===== config.mk =====
export PLATFORM = sky130hd
export DESIGN_NAME = kich_handler
export DESIGN_NICKNAME = d
export VERILOG_FILES = /design/src/core/kich_pkg.sv /design/src/core/kich_handler.sv
export VERILOG_INCLUDE_DIRS = /design/src /design/src/core
export SDC_FILE = /design/constraint.sdc
export NUM_CORES = 2
export LEC_CHECK = 0
export ABC_AREA = 1
export ABC_CLOCK_PERIOD_IN_PS = 9900
export BUFFER_PORTS_ARGS = -buffer_cell sky130_fd_sc_hd__buf_2
export CAP_MARGIN = 20
export CORE_MARGIN = 2
export CORE_UTILIZATION = 40
export DETAILED_ROUTE_END_ITERATION = 16
export GPL_TIMING_DRIVEN = 0
export SKIP_LAST_GASP = 1
export SLEW_MARGIN = 20
export SYNTH_ARGS = -nofsm -noshare
export SYNTH_HDL_FRONTEND = slang
export SYNTH_SLANG_ARGS = --single-unit

===== constraint.sdc =====
create_clock -name clk -period 9.9 [get_ports clk]
set_input_delay 1.485 -clock clk [delete_from_list [all_inputs] [get_ports clk]]
set_output_delay 1.485 -clock clk [all_outputs]
set_load 0.1 [all_outputs]

===== src/core/kich_params.svh =====
// constants of the key install command handler
`ifndef KICH_PARAMS_SVH
`define KICH_PARAMS_SVH
// framing bytes
`define KICH_CMD_START 8'h01
`define KICH_DATA_START 8'h81
`define KICH_END_MARK 8'h03
`define KICH_CMD_CODE 8'h2a
`define KICH_ERR_REPLY 8'haa
`define KICH_REPLY_LEN_HI 8'h00
`define KICH_REPLY_LEN_LO 8'h0a
`define KICH_UNUSED_WORD 32'hffffffff
// length figures of command and data packets
`define KICH_CMD_LEN 16'h0006
`define KICH_FIRST_HDR 16'h0031
`define KICH_FIRST_MIN 16'h0032
`define KICH_LATER_MIN 16'h0002
`define KICH_DATA_MAX 16'h0401
// status codes
`define KICH_STS_OK 8'h00
`define KICH_STS_FLASH 8'he5
`define KICH_STS_PKT 8'hc1
`define KICH_STS_SUM 8'hc2
`define KICH_STS_ACC 8'hc3
`define KICH_STS_PARAM 8'hc4
`define KICH_STS_SEC 8'hc5
`define KICH_STS_PROT 8'hc6
`define KICH_STS_TRUST 8'hc7
// reply layout: last byte index
`define KICH_TX_LAST 4'he
// timing
`define KICH_ERR_DELAY_S 5
`define KICH_CLK_HZ 100000000
// register offsets
`define KICH_REG_CTRL 8'h00
`define KICH_REG_AREA_START 8'h04
`define KICH_REG_AREA_END 8'h08
`define KICH_REG_SPLIT 8'h0c
`define KICH_REG_WAU 8'h10
`define KICH_REG_SEC_END 8'h14
`define KICH_REG_PROT_START 8'h18
`define KICH_REG_PROT_END 8'h1c
`define KICH_REG_STATUS 8'h20
// reset values
`define KICH_RST_WORD 32'h00000000
`endif


===== src/core/kich_pkg.sv =====
// types of the key install command handler
package kich_pkg;
  typedef enum logic [3:0] {
    ST_HUNT, ST_LENH, ST_LENL, ST_BODY, ST_SUMB, ST_ENDB,
    ST_CHECK, ST_HOLD, ST_GEN, ST_FLASH, ST_SEND
  } kich_state_t;
  typedef struct packed {
    kich_state_t st;
    logic isData, firstPkt, resOk, overflow, afterOk;
    logic [15:0] len, idx;
    logic [7:0] sum, code, ktype, sts, pendSts, txByte, keyByte;
    logic [31:0] addr, detail, failAddr, delayCnt;
    logic [11:0] keyCnt, instSize, idxSize;
    logic [3:0] txIdx;
    logic txValid, keyValid, genReq, flashReq;
    logic [1:0] ctrl;
    logic [31:0] areaStart, areaEnd, split, write_access_unit, secEnd, protStart, protEnd, prdata;
    logic pready, pslverr;
  } kich_regs_t;
endpackage : kich_pkg


===== src/core/kich_handler.sv =====
// key install command handler: packet parser, checks, key relay, reply sender
`include "kich_params.svh"
module kich_handler #(
  parameter int unsigned ERR_DELAY_CYCLES = `KICH_ERR_DELAY_S * `KICH_CLK_HZ
) (
  input wire logic clk, // system clock
  input wire logic rst, // synchronous reset
  input wire logic rxValid, // received byte strobe
  input wire logic [7:0] rxByte, // received byte
  output logic txValid, // reply byte valid
  output logic [7:0] txByte, // reply byte
  input wire logic txReady, // link takes reply byte
  output logic keyValid, // key data byte strobe
  output logic [7:0] keyByte, // key data byte to trusted system
  output logic genReq, // start key index generation
  output logic [7:0] genType, // key type for generation
  input wire logic genDone, // generation finished
  input wire logic genFail, // generation failed
  input wire logic genAbnormal, // trusted system abnormal
  output logic flashReq, // start key index write
  output logic [31:0] flashAddr, // key store location
  output logic [11:0] flashLen, // key index size in bytes
  input wire logic flashDone, // write finished
  input wire logic flashFail, // write failed
  input wire logic [31:0] flashStatus, // sequencer status details
  input wire logic [31:0] flashFailAddr, // failing location
  input wire logic psel, // apb select
  input wire logic penable, // apb enable
  input wire logic pwrite, // apb write
  input wire logic [7:0] paddr, // apb address
  input wire logic [31:0] pwdata, // apb write data
  output logic [31:0] prdata, // apb read data
  output logic pready, // apb ready
  output logic pslverr // apb error
);
  ////////////////////////////////////////////////////////////////////////////
  kich_pkg::kich_regs_t q, d; // state and next state
  logic [24:0] kt; // table result: valid, install size, index size
  logic [32:0] rangeEnd; // end of target range
  logic apbAcc; // apb access completes this edge
  // install size / index size per key type, valid flag on top
  function automatic logic [24:0] keyTable(input logic [7:0] t);
    case (t)
      8'h05: keyTable = {1'b1, 12'h020, 12'h024};
      8'h06, 8'h07, 8'h08, 8'h13, 8'h15, 8'h17, 8'h1a, 8'h1b, 8'h1d, 8'h23, 8'hff:
        keyTable = {1'b1, 12'h030, 12'h034};
      8'h09, 8'h12, 8'h14, 8'h16, 8'h1c, 8'h21, 8'h22:
        keyTable = {1'b1, 12'h050, 12'h054};
      8'h0a: keyTable = {1'b1, 12'h0a0, 12'h124};
      8'h0b: keyTable = {1'b1, 12'h110, 12'h194};
      8'h0c: keyTable = {1'b1, 12'h120, 12'h224};
      8'h0d: keyTable = {1'b1, 12'h210, 12'h314};
      8'h0e: keyTable = {1'b1, 12'h1a0, 12'h1a4};
      8'h0f: keyTable = {1'b1, 12'h310, 12'h314};
      8'h10: keyTable = {1'b1, 12'h220, 12'h224};
      8'h11: keyTable = {1'b1, 12'h410, 12'h414};
      8'h18, 8'h1e: keyTable = {1'b1, 12'h070, 12'h074};
      8'h19, 8'h1f: keyTable = {1'b1, 12'h040, 12'h044};
      8'h20: keyTable = {1'b1, 12'h090, 12'h094};
      default: keyTable = 25'h0000000;
    endcase
  endfunction : keyTable
  // reply code from status
  function automatic logic [7:0] replyCode(input logic [7:0] s);
    replyCode = (s == `KICH_STS_OK) ? `KICH_CMD_CODE : `KICH_ERR_REPLY;
  endfunction : replyCode
  // check byte making the byte sum zero
  function automatic logic [7:0] replySum(input logic [7:0] s, input logic [31:0] a,
                                          input logic [31:0] b);
    logic [7:0] acc;
    acc = `KICH_REPLY_LEN_HI + `KICH_REPLY_LEN_LO + replyCode(s) + s;
    for (int i = 0; i < 4; i++) begin
      acc = acc + a[8*i +: 8] + b[8*i +: 8];
    end
    replySum = 8'h00 - acc;
  endfunction : replySum
  // byte of the reply at a given position
  function automatic logic [7:0] replyByte(input kich_pkg::kich_regs_t r, input logic [3:0] i);
    case (i)
      4'h0: replyByte = `KICH_DATA_START;
      4'h1: replyByte = `KICH_REPLY_LEN_HI;
      4'h2: replyByte = `KICH_REPLY_LEN_LO;
      4'h3: replyByte = replyCode(r.sts);
      4'h4: replyByte = r.sts;
      4'h5, 4'h6, 4'h7, 4'h8: replyByte = r.detail[8*(4'h8 - i) +: 8];
      4'h9, 4'ha, 4'hb, 4'hc: replyByte = r.failAddr[8*(4'hc - i) +: 8];
      4'hd: replyByte = replySum(r.sts, r.detail, r.failAddr);
      default: replyByte = `KICH_END_MARK;
    endcase
  endfunction : replyByte
  // load a reply and enter the send state
  function automatic kich_pkg::kich_regs_t reply(input kich_pkg::kich_regs_t r,
      input logic [7:0] s, input logic [31:0] det, input logic [31:0] adr, input logic more);
    reply = r;
    reply.st = kich_pkg::ST_SEND;
    reply.sts = s;
    reply.detail = det;
    reply.failAddr = adr;
    reply.afterOk = more;
    reply.txIdx = 4'h0;
    reply.txValid = 1'b1;
    reply.txByte = `KICH_DATA_START;
  endfunction : reply
  ////////////////////////////////////////////////////////////////////////////
  // next state of the whole block
  always_comb begin
    d = q;
    d.keyValid = 1'b0; // pulses
    d.genReq = 1'b0;
    d.flashReq = 1'b0;
    kt = keyTable(q.ktype);
    rangeEnd = {1'b0, q.addr} + {21'h0, q.idxSize};
    apbAcc = psel & penable & q.pready;
    unique case (q.st)
      kich_pkg::ST_HUNT: begin
        // wait for the expected start byte, others are dropped
        if (rxValid && rxByte == (q.isData ? `KICH_DATA_START : `KICH_CMD_START)) begin
          d.st = kich_pkg::ST_LENH;
          d.sum = 8'h00;
        end
      end
      kich_pkg::ST_LENH: begin
        if (rxValid) begin
          d.len[15:8] = rxByte;
          d.sum = q.sum + rxByte;
          d.st = kich_pkg::ST_LENL;
        end
      end
      kich_pkg::ST_LENL: begin
        if (rxValid) begin
          d.len[7:0] = rxByte;
          d.sum = q.sum + rxByte;
          d.idx = 16'h0000;
          d.resOk = 1'b1;
          d.overflow = 1'b0;
          d.st = ({q.len[15:8], rxByte} == 16'h0000) ? kich_pkg::ST_SUMB : kich_pkg::ST_BODY;
        end
      end
      kich_pkg::ST_BODY: begin
        if (rxValid) begin
          d.sum = q.sum + rxByte;
          d.idx = q.idx + 16'h0001;
          if (!q.isData) begin
            // code, location high byte first, key type
            if (q.idx == 16'h0000) d.code = rxByte;
            else if (q.idx < 16'h0005) d.addr = {q.addr[23:0], rxByte};
            else if (q.idx == 16'h0005) d.ktype = rxByte;
          end else if (q.idx == 16'h0000) begin
            d.resOk = (rxByte == `KICH_CMD_CODE);
          end else begin
            // relay session key, vector and install data
            d.keyValid = 1'b1;
            d.keyByte = rxByte;
            if (!q.firstPkt || q.idx >= `KICH_FIRST_HDR) begin
              // running count of install bytes
              if (q.keyCnt >= q.instSize) d.overflow = 1'b1;
              else d.keyCnt = q.keyCnt + 12'h001;
            end
          end
          if (d.idx == q.len) d.st = kich_pkg::ST_SUMB;
        end
      end
      kich_pkg::ST_SUMB: begin
        if (rxValid) begin
          d.sum = q.sum + rxByte;
          d.st = kich_pkg::ST_ENDB;
        end
      end
      kich_pkg::ST_ENDB: begin
        if (rxValid) begin
          d.delayCnt = 32'(ERR_DELAY_CYCLES - 1);
          if (!q.isData) begin
            // framing checks in priority order
            if (rxByte != `KICH_END_MARK)
              d = reply(q, `KICH_STS_PKT, `KICH_UNUSED_WORD, `KICH_UNUSED_WORD, 1'b0);
            else if (q.sum != 8'h00)
              d = reply(q, `KICH_STS_SUM, `KICH_UNUSED_WORD, `KICH_UNUSED_WORD, 1'b0);
            else if (q.len != `KICH_CMD_LEN || q.code != `KICH_CMD_CODE)
              d = reply(q, `KICH_STS_PKT, `KICH_UNUSED_WORD, `KICH_UNUSED_WORD, 1'b0);
            else
              d.st = kich_pkg::ST_CHECK;
          end else begin
            // data framing errors answer only after the delay
            d.st = kich_pkg::ST_HOLD;
            if (rxByte != `KICH_END_MARK) d.pendSts = `KICH_STS_PKT;
            else if (q.sum != 8'h00) d.pendSts = `KICH_STS_SUM;
            else if (q.len > `KICH_DATA_MAX ||
                     q.len < (q.firstPkt ? `KICH_FIRST_MIN : `KICH_LATER_MIN))
              d.pendSts = `KICH_STS_PKT;
            else if (!q.resOk) d.pendSts = `KICH_STS_PKT;
            else if (q.overflow)
              d = reply(q, `KICH_STS_PARAM, `KICH_UNUSED_WORD, `KICH_UNUSED_WORD, 1'b0);
            else if (q.keyCnt == q.instSize) begin
              d.st = kich_pkg::ST_GEN; // all key data
              d.genReq = 1'b1;
            end else begin
              d.st = kich_pkg::ST_HUNT; // more data packets follow
              d.firstPkt = 1'b0;
            end
          end
        end
      end
      kich_pkg::ST_CHECK: begin
        // acceptance, then parameters, secure, protection
        d.instSize = kt[23:12];
        d.idxSize = kt[11:0];
        d.keyCnt = 12'h000;
        d.firstPkt = 1'b1;
        if (!q.ctrl[0])
          d = reply(d, `KICH_STS_ACC, `KICH_UNUSED_WORD, `KICH_UNUSED_WORD, 1'b0);
        else if (!kt[24])
          d = reply(d, `KICH_STS_PARAM, `KICH_UNUSED_WORD, `KICH_UNUSED_WORD, 1'b0);
        else if (q.addr < q.areaStart || rangeEnd > {1'b0, q.areaEnd})
          d = reply(d, `KICH_STS_PARAM, `KICH_UNUSED_WORD, `KICH_UNUSED_WORD, 1'b0);
        else if (q.addr < q.split && rangeEnd > {1'b0, q.split})
          d = reply(d, `KICH_STS_PARAM, `KICH_UNUSED_WORD, `KICH_UNUSED_WORD, 1'b0);
        else if (q.write_access_unit == 32'h0 || (q.addr & (q.write_access_unit - 32'h1)) != 32'h0)
          d = reply(d, `KICH_STS_PARAM, `KICH_UNUSED_WORD, `KICH_UNUSED_WORD, 1'b0);
        else if (q.ctrl[1] && q.addr < q.secEnd)
          d = reply(d, `KICH_STS_SEC, `KICH_UNUSED_WORD, `KICH_UNUSED_WORD, 1'b0);
        else if (q.addr < q.protEnd && rangeEnd > {1'b0, q.protStart})
          d = reply(d, `KICH_STS_PROT, `KICH_UNUSED_WORD, `KICH_UNUSED_WORD, 1'b0);
        else
          d = reply(d, `KICH_STS_OK, `KICH_UNUSED_WORD, `KICH_UNUSED_WORD, 1'b1);
      end
      kich_pkg::ST_HOLD: begin
        // five second silence before a data framing error reply
        d.delayCnt = q.delayCnt - 32'h1;
        if (q.delayCnt == 32'h0)
          d = reply(q, q.pendSts, `KICH_UNUSED_WORD, `KICH_UNUSED_WORD, 1'b0);
      end
      kich_pkg::ST_GEN: begin
        if (genAbnormal) begin
          d.st = kich_pkg::ST_HUNT; // no reply at all
          d.isData = 1'b0;
        end else if (genFail) // flash left alone
          d = reply(q, `KICH_STS_TRUST, `KICH_UNUSED_WORD, `KICH_UNUSED_WORD, 1'b0);
        else if (genDone) begin
          d.st = kich_pkg::ST_FLASH; // write the index
          d.flashReq = 1'b1;
        end
      end
      kich_pkg::ST_FLASH: begin
        if (flashFail)
          d = reply(q, `KICH_STS_FLASH, flashStatus, flashFailAddr, 1'b0);
        else if (flashDone)
          d = reply(q, `KICH_STS_OK, `KICH_UNUSED_WORD, `KICH_UNUSED_WORD, 1'b0);
      end
      kich_pkg::ST_SEND: begin
        // walk the fifteen reply bytes
        if (q.txValid && txReady) begin
          if (q.txIdx == `KICH_TX_LAST) begin
            d.txValid = 1'b0;
            d.st = kich_pkg::ST_HUNT; // back to waiting
            d.isData = q.afterOk;
          end else begin
            d.txIdx = q.txIdx + 4'h1;
            d.txByte = replyByte(q, d.txIdx);
          end
        end
      end
    endcase
    // apb slave: one wait state, error on unmapped address
    d.pready = psel & penable & ~q.pready;
    d.pslverr = 1'b0;
    if (psel && penable && !q.pready) begin
      d.prdata = `KICH_RST_WORD;
      unique case (paddr)
        `KICH_REG_CTRL: d.prdata = {30'h0, q.ctrl};
        `KICH_REG_AREA_START: d.prdata = q.areaStart;
        `KICH_REG_AREA_END: d.prdata = q.areaEnd;
        `KICH_REG_SPLIT: d.prdata = q.split;
        `KICH_REG_WAU: d.prdata = q.write_access_unit;
        `KICH_REG_SEC_END: d.prdata = q.secEnd;
        `KICH_REG_PROT_START: d.prdata = q.protStart;
        `KICH_REG_PROT_END: d.prdata = q.protEnd;
        `KICH_REG_STATUS: d.prdata = {20'h0, q.st, q.sts};
        default: d.pslverr = 1'b1;
      endcase
    end
    if (apbAcc && pwrite) begin
      unique case (paddr)
        `KICH_REG_CTRL: d.ctrl = pwdata[1:0];
        `KICH_REG_AREA_START: d.areaStart = pwdata;
        `KICH_REG_AREA_END: d.areaEnd = pwdata;
        `KICH_REG_SPLIT: d.split = pwdata;
        `KICH_REG_WAU: d.write_access_unit = pwdata;
        `KICH_REG_SEC_END: d.secEnd = pwdata;
        `KICH_REG_PROT_START: d.protStart = pwdata;
        `KICH_REG_PROT_END: d.protEnd = pwdata;
        default: ;
      endcase
    end
  end
  ////////////////////////////////////////////////////////////////////////////
  // state register
  always_ff @(posedge clk) begin
    if (rst) begin
      q <= '0;
      q.st <= kich_pkg::ST_HUNT;
    end else begin
      q <= d;
    end
  end
  // outputs straight from the state register
  assign txValid = q.txValid;
  assign txByte = q.txByte;
  assign keyValid = q.keyValid;
  assign keyByte = q.keyByte;
  assign genReq = q.genReq;
  assign genType = q.ktype;
  assign flashReq = q.flashReq;
  assign flashAddr = q.addr;
  assign flashLen = q.idxSize;
  assign prdata = q.prdata;
  assign pready = q.pready;
  assign pslverr = q.pslverr;
endmodule : kich_handler


=== After elaboration in Yosys (flattened, before gate mapping) ===
Cells that the tools add are included.

* Register bits: 529
* Output and inout bits: 106

* $add $sub $neg: 20
* Order comparisons: 12
* Equality and inequality tests: 121
* Shift-type cells: 2
* Mux-type cells: 124
* Bitwise operators: 14
* Reductions and logical operators: 64

{| class="wikitable"
|+ Operator list
! operator !! count
|-
| $mux W529 || 13
|-
| $mux W448 || 4
|-
| $mux W521 || 3
|-
| $pmux W262 S5 || 1
|-
| $mux W260 || 2
|-
| $pmux W96 S5 || 1
|-
| $mux W32 || 12
|-
| $pmux W25 S14 || 1
|-
| $mux W73 || 4
|-
| $pmux W32 S9 || 1
|-
| $mux W261 || 1
|-
| $pmux W40 S6 || 1
|-
| $mux W226 || 1
|-
| $eq A8 B5 Y1 const B || 20
|-
| $pmux W8 S6 || 3
|-
| $mux W8 || 17
|-
| $lt A32 B32 Y1 || 4
|-
| $pmux W24 S5 || 1
|-
| $pmux W16 S7 || 1
|-
| $gt A33 B32 Y1 || 3
|-
| $pmux W16 S6 || 1
|-
| $add A8 B8 Y8 || 10
|-
| $eq A8 B4 Y1 const B || 10
|-
| $mux W40 || 2
|-
| 84 further kinds || 240
|}

=== Depth between registers and ports, before layout ===
* Depth in word-level cells: 17
* Depth in mapped cells: 32

=== Worst setup path after synthesis ===
Ideal clock, no wire load.

* Kind: register to register
* From: register q[339] (netlist name)
* To: register q, in the netlist txByte[7]
* Arrival: 4.388 ns
* Required time: 9.791 ns
* Setup slack: 5.403 ns
* Cell stages (with the launch flop): 25
* Path buffers: 0
* Period minus slack after synthesis: 4.497 ns
* Path through: dfxtp_1 fa_1 inv_1 fa_1 fa_1 fa_1 inv_1 fa_1 inv_1 ha_1 inv_1 nor2_1 nor2_1 o21bai_1 inv_1 nor2_1 nor2_1 inv_1 a21oi_1 inv_1 or2_2 nand3_1 nand4_1 nand2_1 inv_1

* Longest elaborated chain between the ends: 12

{| class="wikitable"
|+ Ends and longest elaborated chain
! element !! RTL line !! text
|-
| start, declared || kich_handler.sv:37 || <nowiki>kich_pkg::kich_regs_t q, d;</nowiki>
|-
| $add A8 B8 Y8 (7 in a row) || kich_handler.sv:73 || <nowiki>acc = acc + a[8*i +: 8] + b[8*i +: 8];</nowiki>
|-
| $sub A1 B8 Y8 || kich_handler.sv:75 || <nowiki>replySum = 8'h00 - acc;</nowiki>
|-
| $pmux W8 S8 || kich_handler.sv:79 || <nowiki>case (i)</nowiki>
|-
| $mux W8 || kich_handler.sv:252 || <nowiki>if (q.txIdx == `KICH_TX_LAST) begin</nowiki>
|-
| $mux W8 || kich_handler.sv:251 || <nowiki>if (q.txValid && txReady) begin</nowiki>
|-
| $pmux W8 S6 || kich_handler.sv:114 || <nowiki>unique case (q.st)</nowiki>
|}

No other way between the ends. The select of a mux whose other input is x is not followed.
A chain may end at the register's enable or synchronous reset.

=== Final worst setup path ===
* From: register q, in the netlist flashAddr[5]
* To: register q[462] (netlist name)

* Longest elaborated chain between the ends: 11
* Elaborated cells between the ends (all ways): 23
* Classes of those cells: 1 x add/sub; 7 x order compare; 8 x mux; 1 x bitwise; 6 x reduce/logical

{| class="wikitable"
|+ Ends and longest elaborated chain
! element !! RTL line !! text
|-
| $add A32 B12 Y33 || kich_handler.sv:112 || <nowiki>rangeEnd = {1'b0, q.addr} + {21'h0, q.idxSize};</nowiki>
|-
| $gt A33 B32 Y1 || kich_handler.sv:221 || <nowiki>else if (q.addr < q.protEnd && rangeEnd > {1'b0, q.protStart})</nowiki>
|-
| $logic_and A1 B1 Y1 || kich_handler.sv:221 ||
|-
| $mux W521 || kich_handler.sv:221 ||
|-
| $mux W529 || kich_handler.sv:219 || <nowiki>else if (q.ctrl[1] && q.addr < q.secEnd)</nowiki>
|-
| $mux W529 || kich_handler.sv:217 || <nowiki>else if (q.write_access_unit == 32'h0 || (q.addr & (q.write_access_unit - 32'h1)) != 32'h0)</nowiki>
|-
| $mux W529 || kich_handler.sv:215 || <nowiki>else if (q.addr < q.split && rangeEnd > {1'b0, q.split})</nowiki>
|-
| $mux W529 (*) || kich_handler.sv:213 || <nowiki>else if (q.addr < q.areaStart || rangeEnd > {1'b0, q.areaEnd})</nowiki>
|-
| $mux W529 (*) || kich_handler.sv:211 || <nowiki>else if (!kt[24])</nowiki>
|-
| $mux W529 (*) || kich_handler.sv:209 || <nowiki>if (!q.ctrl[0])</nowiki>
|-
| $pmux W16 S5 (*) || kich_handler.sv:114 ||
|}

Mark *: on every way between the ends. The rest lies on a longest branch, timed or not. The select of a mux whose other input is x is not followed.

==> impl_metrics.ini <==
[synth]
ys_warn_count = 0
synth_top_flop_cell = dfxtp_1
syn_area_per_cell_um2 = 7.26
ys_async_sr_fraction_pct = 0
ys_seq_area_share_pct = 30.0
synth_edf_count = 0
synthDistinctLibCells = 68
synth.ff_latch_count = 509
synth_cells = 4673
netlist_area_mm2 = 0.0339
yosys.area.top_type = dfxtp_1
synth_common_cells = inv_1 (679), nor2_1 (577), dfxtp_1 (509)
synth_most_common_cell = inv_1
synth_top_area_share_pct = 30.0
synthTopCellsByArea = dfxtp_1 (30%), ha_1 (10%), inv_1 (7.5%), a21oi_1 (7.1%), nor2_1 (6.4%)

[grt]
grt_pass1_wl_mm = 206
grt_overflow = 0
grtUsageTotal_pct = 31.6
grt_pass1_vias = 31700
antenna_found_initial = 6
grt_max_degree = 16

[cells_and_area]
diodes = 0
final_area_mm2 = 0.0386
fillers = 8791
layout-drive-gt1-share_pct = 12.4
areaGrowthSynthToFinish_pct = 13.8
final_nets = 5401

[timing]
period_minus_slack_ns = 5.52
period_share_pct = 55.8
fin_setup_tns_ns = 0
slew_viol_final = 0
fmax_mhz = 181
setup_violations = 0
finalHoldViolations = 0
grt_setup_unrepaired = false
max_slew_margin_pct = 13.5
finClkSkew_ns = 0.0191
tightestPinTransition_ns = 1.30

[setup_path]
cp-endpoint = q[462]$_SDFFE_PP0P_
crit_top_cell = nand2_1
endpoint_kind = flip-flop
worst-r2r-cell-count = 29
required_ns = 10.44
path_class = reg -> reg
path_max_fanout = 9
start_kind = flip-flop
startpoint = flashAddr[5]$_SDFFE_PP0P_
cpPeakStageDelay_ns = 0.78
cp_data_arrival_time_ns = 6.07
regToRegStartpoint = flashAddr[5]$_SDFFE_PP0P_
slowest_stage = dfxtp_1
r2r_slack_ns = 4.38
r2r-end = q[462]$_SDFFE_PP0P_

[min_path]
min_path_type = reg -> reg
min-delay-start = q[304]$_SDFFE_PP0P_

[route]
drtPass1Iterations = 6
drc = 0
antenna_left = 0
wl_per_cell_um = 23.0
vias_per_cell = 5.59
wirelength_mm = 141
initialDrtViolationCount = 3268
vias = 34300

[die]
die_x_um = 295
die_area_mm2 = 0.0871
start_util_pct = 40.5
chipHeight_um = 295
pin_count = 230
core_mm2 = 0.0838
rows = 106

[clocking]
clock-root-buffer = clkbuf_16
numClockSinks = 509
cts_buffer_depth = 3
htreeDepth = 2
post_cts_buffers = 0
cts_tree = done
worstSkewPairLatency_ns = 0.65
cts_made_buffers = 59
ctsHoldBuffers = 0
path_clk_slew_ns = 0.07
cts_resized = 0

[pwr]
power.leakage_uw = 0.0170
ir_drop_uv = 492
power_density_mw_per_mm2 = 255
p_sw_share_pct = 43.4
seqPwrFrac_pct = 24.2
p_total_uw = 9840
p_switching_uw = 4260
clockPowerShare_pct = 24.9
combPwrFrac_pct = 50.8
power.internal_uw = 5570

[outcome]
status = finished clean

[place]
place_area_mm2 = 0.0365
portBuffers = 222
gp_congestion = 1.02
dp_hpwl_mm = 110

[run]
drv_cap = 0
==> cell type report <==
cell class                 count  area [µm²]  area share [%]
buffer                       296        1560            4.04
clock buffer                  74        1630            4.23
clock inverter                35         500            1.30
inverter                     707        2650            6.87
multi-input combinational   3164       19500            50.6
sequential                   509       10200            26.4
tap                         1134        1420            3.68
timing repair buffer         222        1110            2.88
==> placed cells by master (no fill, tap or decap), types with 22 or more instances in the layout <==
cell type    n
buf_2      244
a21oi_1    480
nor3_1      64
xor2_1      64
clkbuf_16   60
nand3_1    167
nand4_1     90
o22ai_1     88
inv_2       26
nor4_1      22
dfxtp_1    509
clkbuf_1   163
nor2_1     576
inv_1      679
fa_1        44
ha_1       274
o221ai_1    22
buf_4      107
nand2_1    507
a221oi_2    46
o21ai_0    273
a211oi_1   202
==> worst min-delay path by stage <==
stage | depth (start not counted) | to | slack, ns
after CTS | 1 | q[304]$_SDFFE_PP0P_ | 0.46
after global routing | 2 | q[461]$_SDFFE_PP0P_ | 0.48
after detailed placement | 1 | q[304]$_SDFFE_PP0P_ | 0.45
after floorplan | 1 | q[304]$_SDFFE_PP0P_ | 0.42
after global placement | 1 | q[304]$_SDFFE_PP0P_ | 0.44
final | 1 | q[304]$_SDFFE_PP0P_ | 0.45
==> state kept, by name, indices dropped and copies added, names as in the netlist <==
signal     flops
pready         1
txValid        1
txByte         8
keyByte        8
q            410
flashAddr     32
pslverr        1
flashLen       5
genType        8
flashReq       1
prdata        32
genReq         1
keyValid       1
==> cell families (layout without fill, tap and decap cells) <==
kind of cell	after synthesis	in the layout	synth area share, %
adder cells (fa/ha/maj)	318	318	12.7
flip-flops	509	509	30.0
other	1	4	0.0111
buffers and inverters	1003	1334	12.4
XOR/XNOR	85	85	2.19
AO/OA/AOI/OAI	1230	1230	22.6
AND/OR/NAND/NOR	1527	1527	20.0
==> power by group through the flow <==
stage	logic, µW	clock network [µW]	registers (µW)
2_1_floorplan	3650	0	2380
3_3_place_gp	4880	0	2420
3_5_place_dp	4990	0	2420
4_1_cts	5010	2470	2380
5_1_grt	5670	2550	2400
6_report	5000	2450	2380
==> per-layer routing <==
layer / track usage, % / share of wire [%]
met1: 42.7 / 43
met2: 50.4 / 44
met3: 4.95 / 8.1
met4: 12.7 / 4.4
met5: 0 / 0.045
==> per-stage QoR <==
step	std cells	hold slack [ns]	util, %	setup slack (ns)
6_report	6141	0.453	46.1	4.38
5_1_grt	6141	0.481	46.1	4.05
4_1_cts	6141	0.457	46.1	4.47
3_5_place_dp	6032	0.447	43.5	4.50
3_3_place_gp	6032	0.440	43.5	4.53
2_1_floorplan	4676	0.422	-	5.40
==> critical path: cells and delay by family (launching register included) <==
| kind | cells | cell delay, ns |
|---|---|---|
| xor+xnor | 1 | 0.31 |
| compound gates | 3 | 0.61 |
| flops | 1 | 0.78 |
| fa+ha+maj | 2 | 0.69 |
| buf+inv | 2 | 0.10 |
| simple gates | 21 | 2.93 |
(Power assumes the default switching activity.)
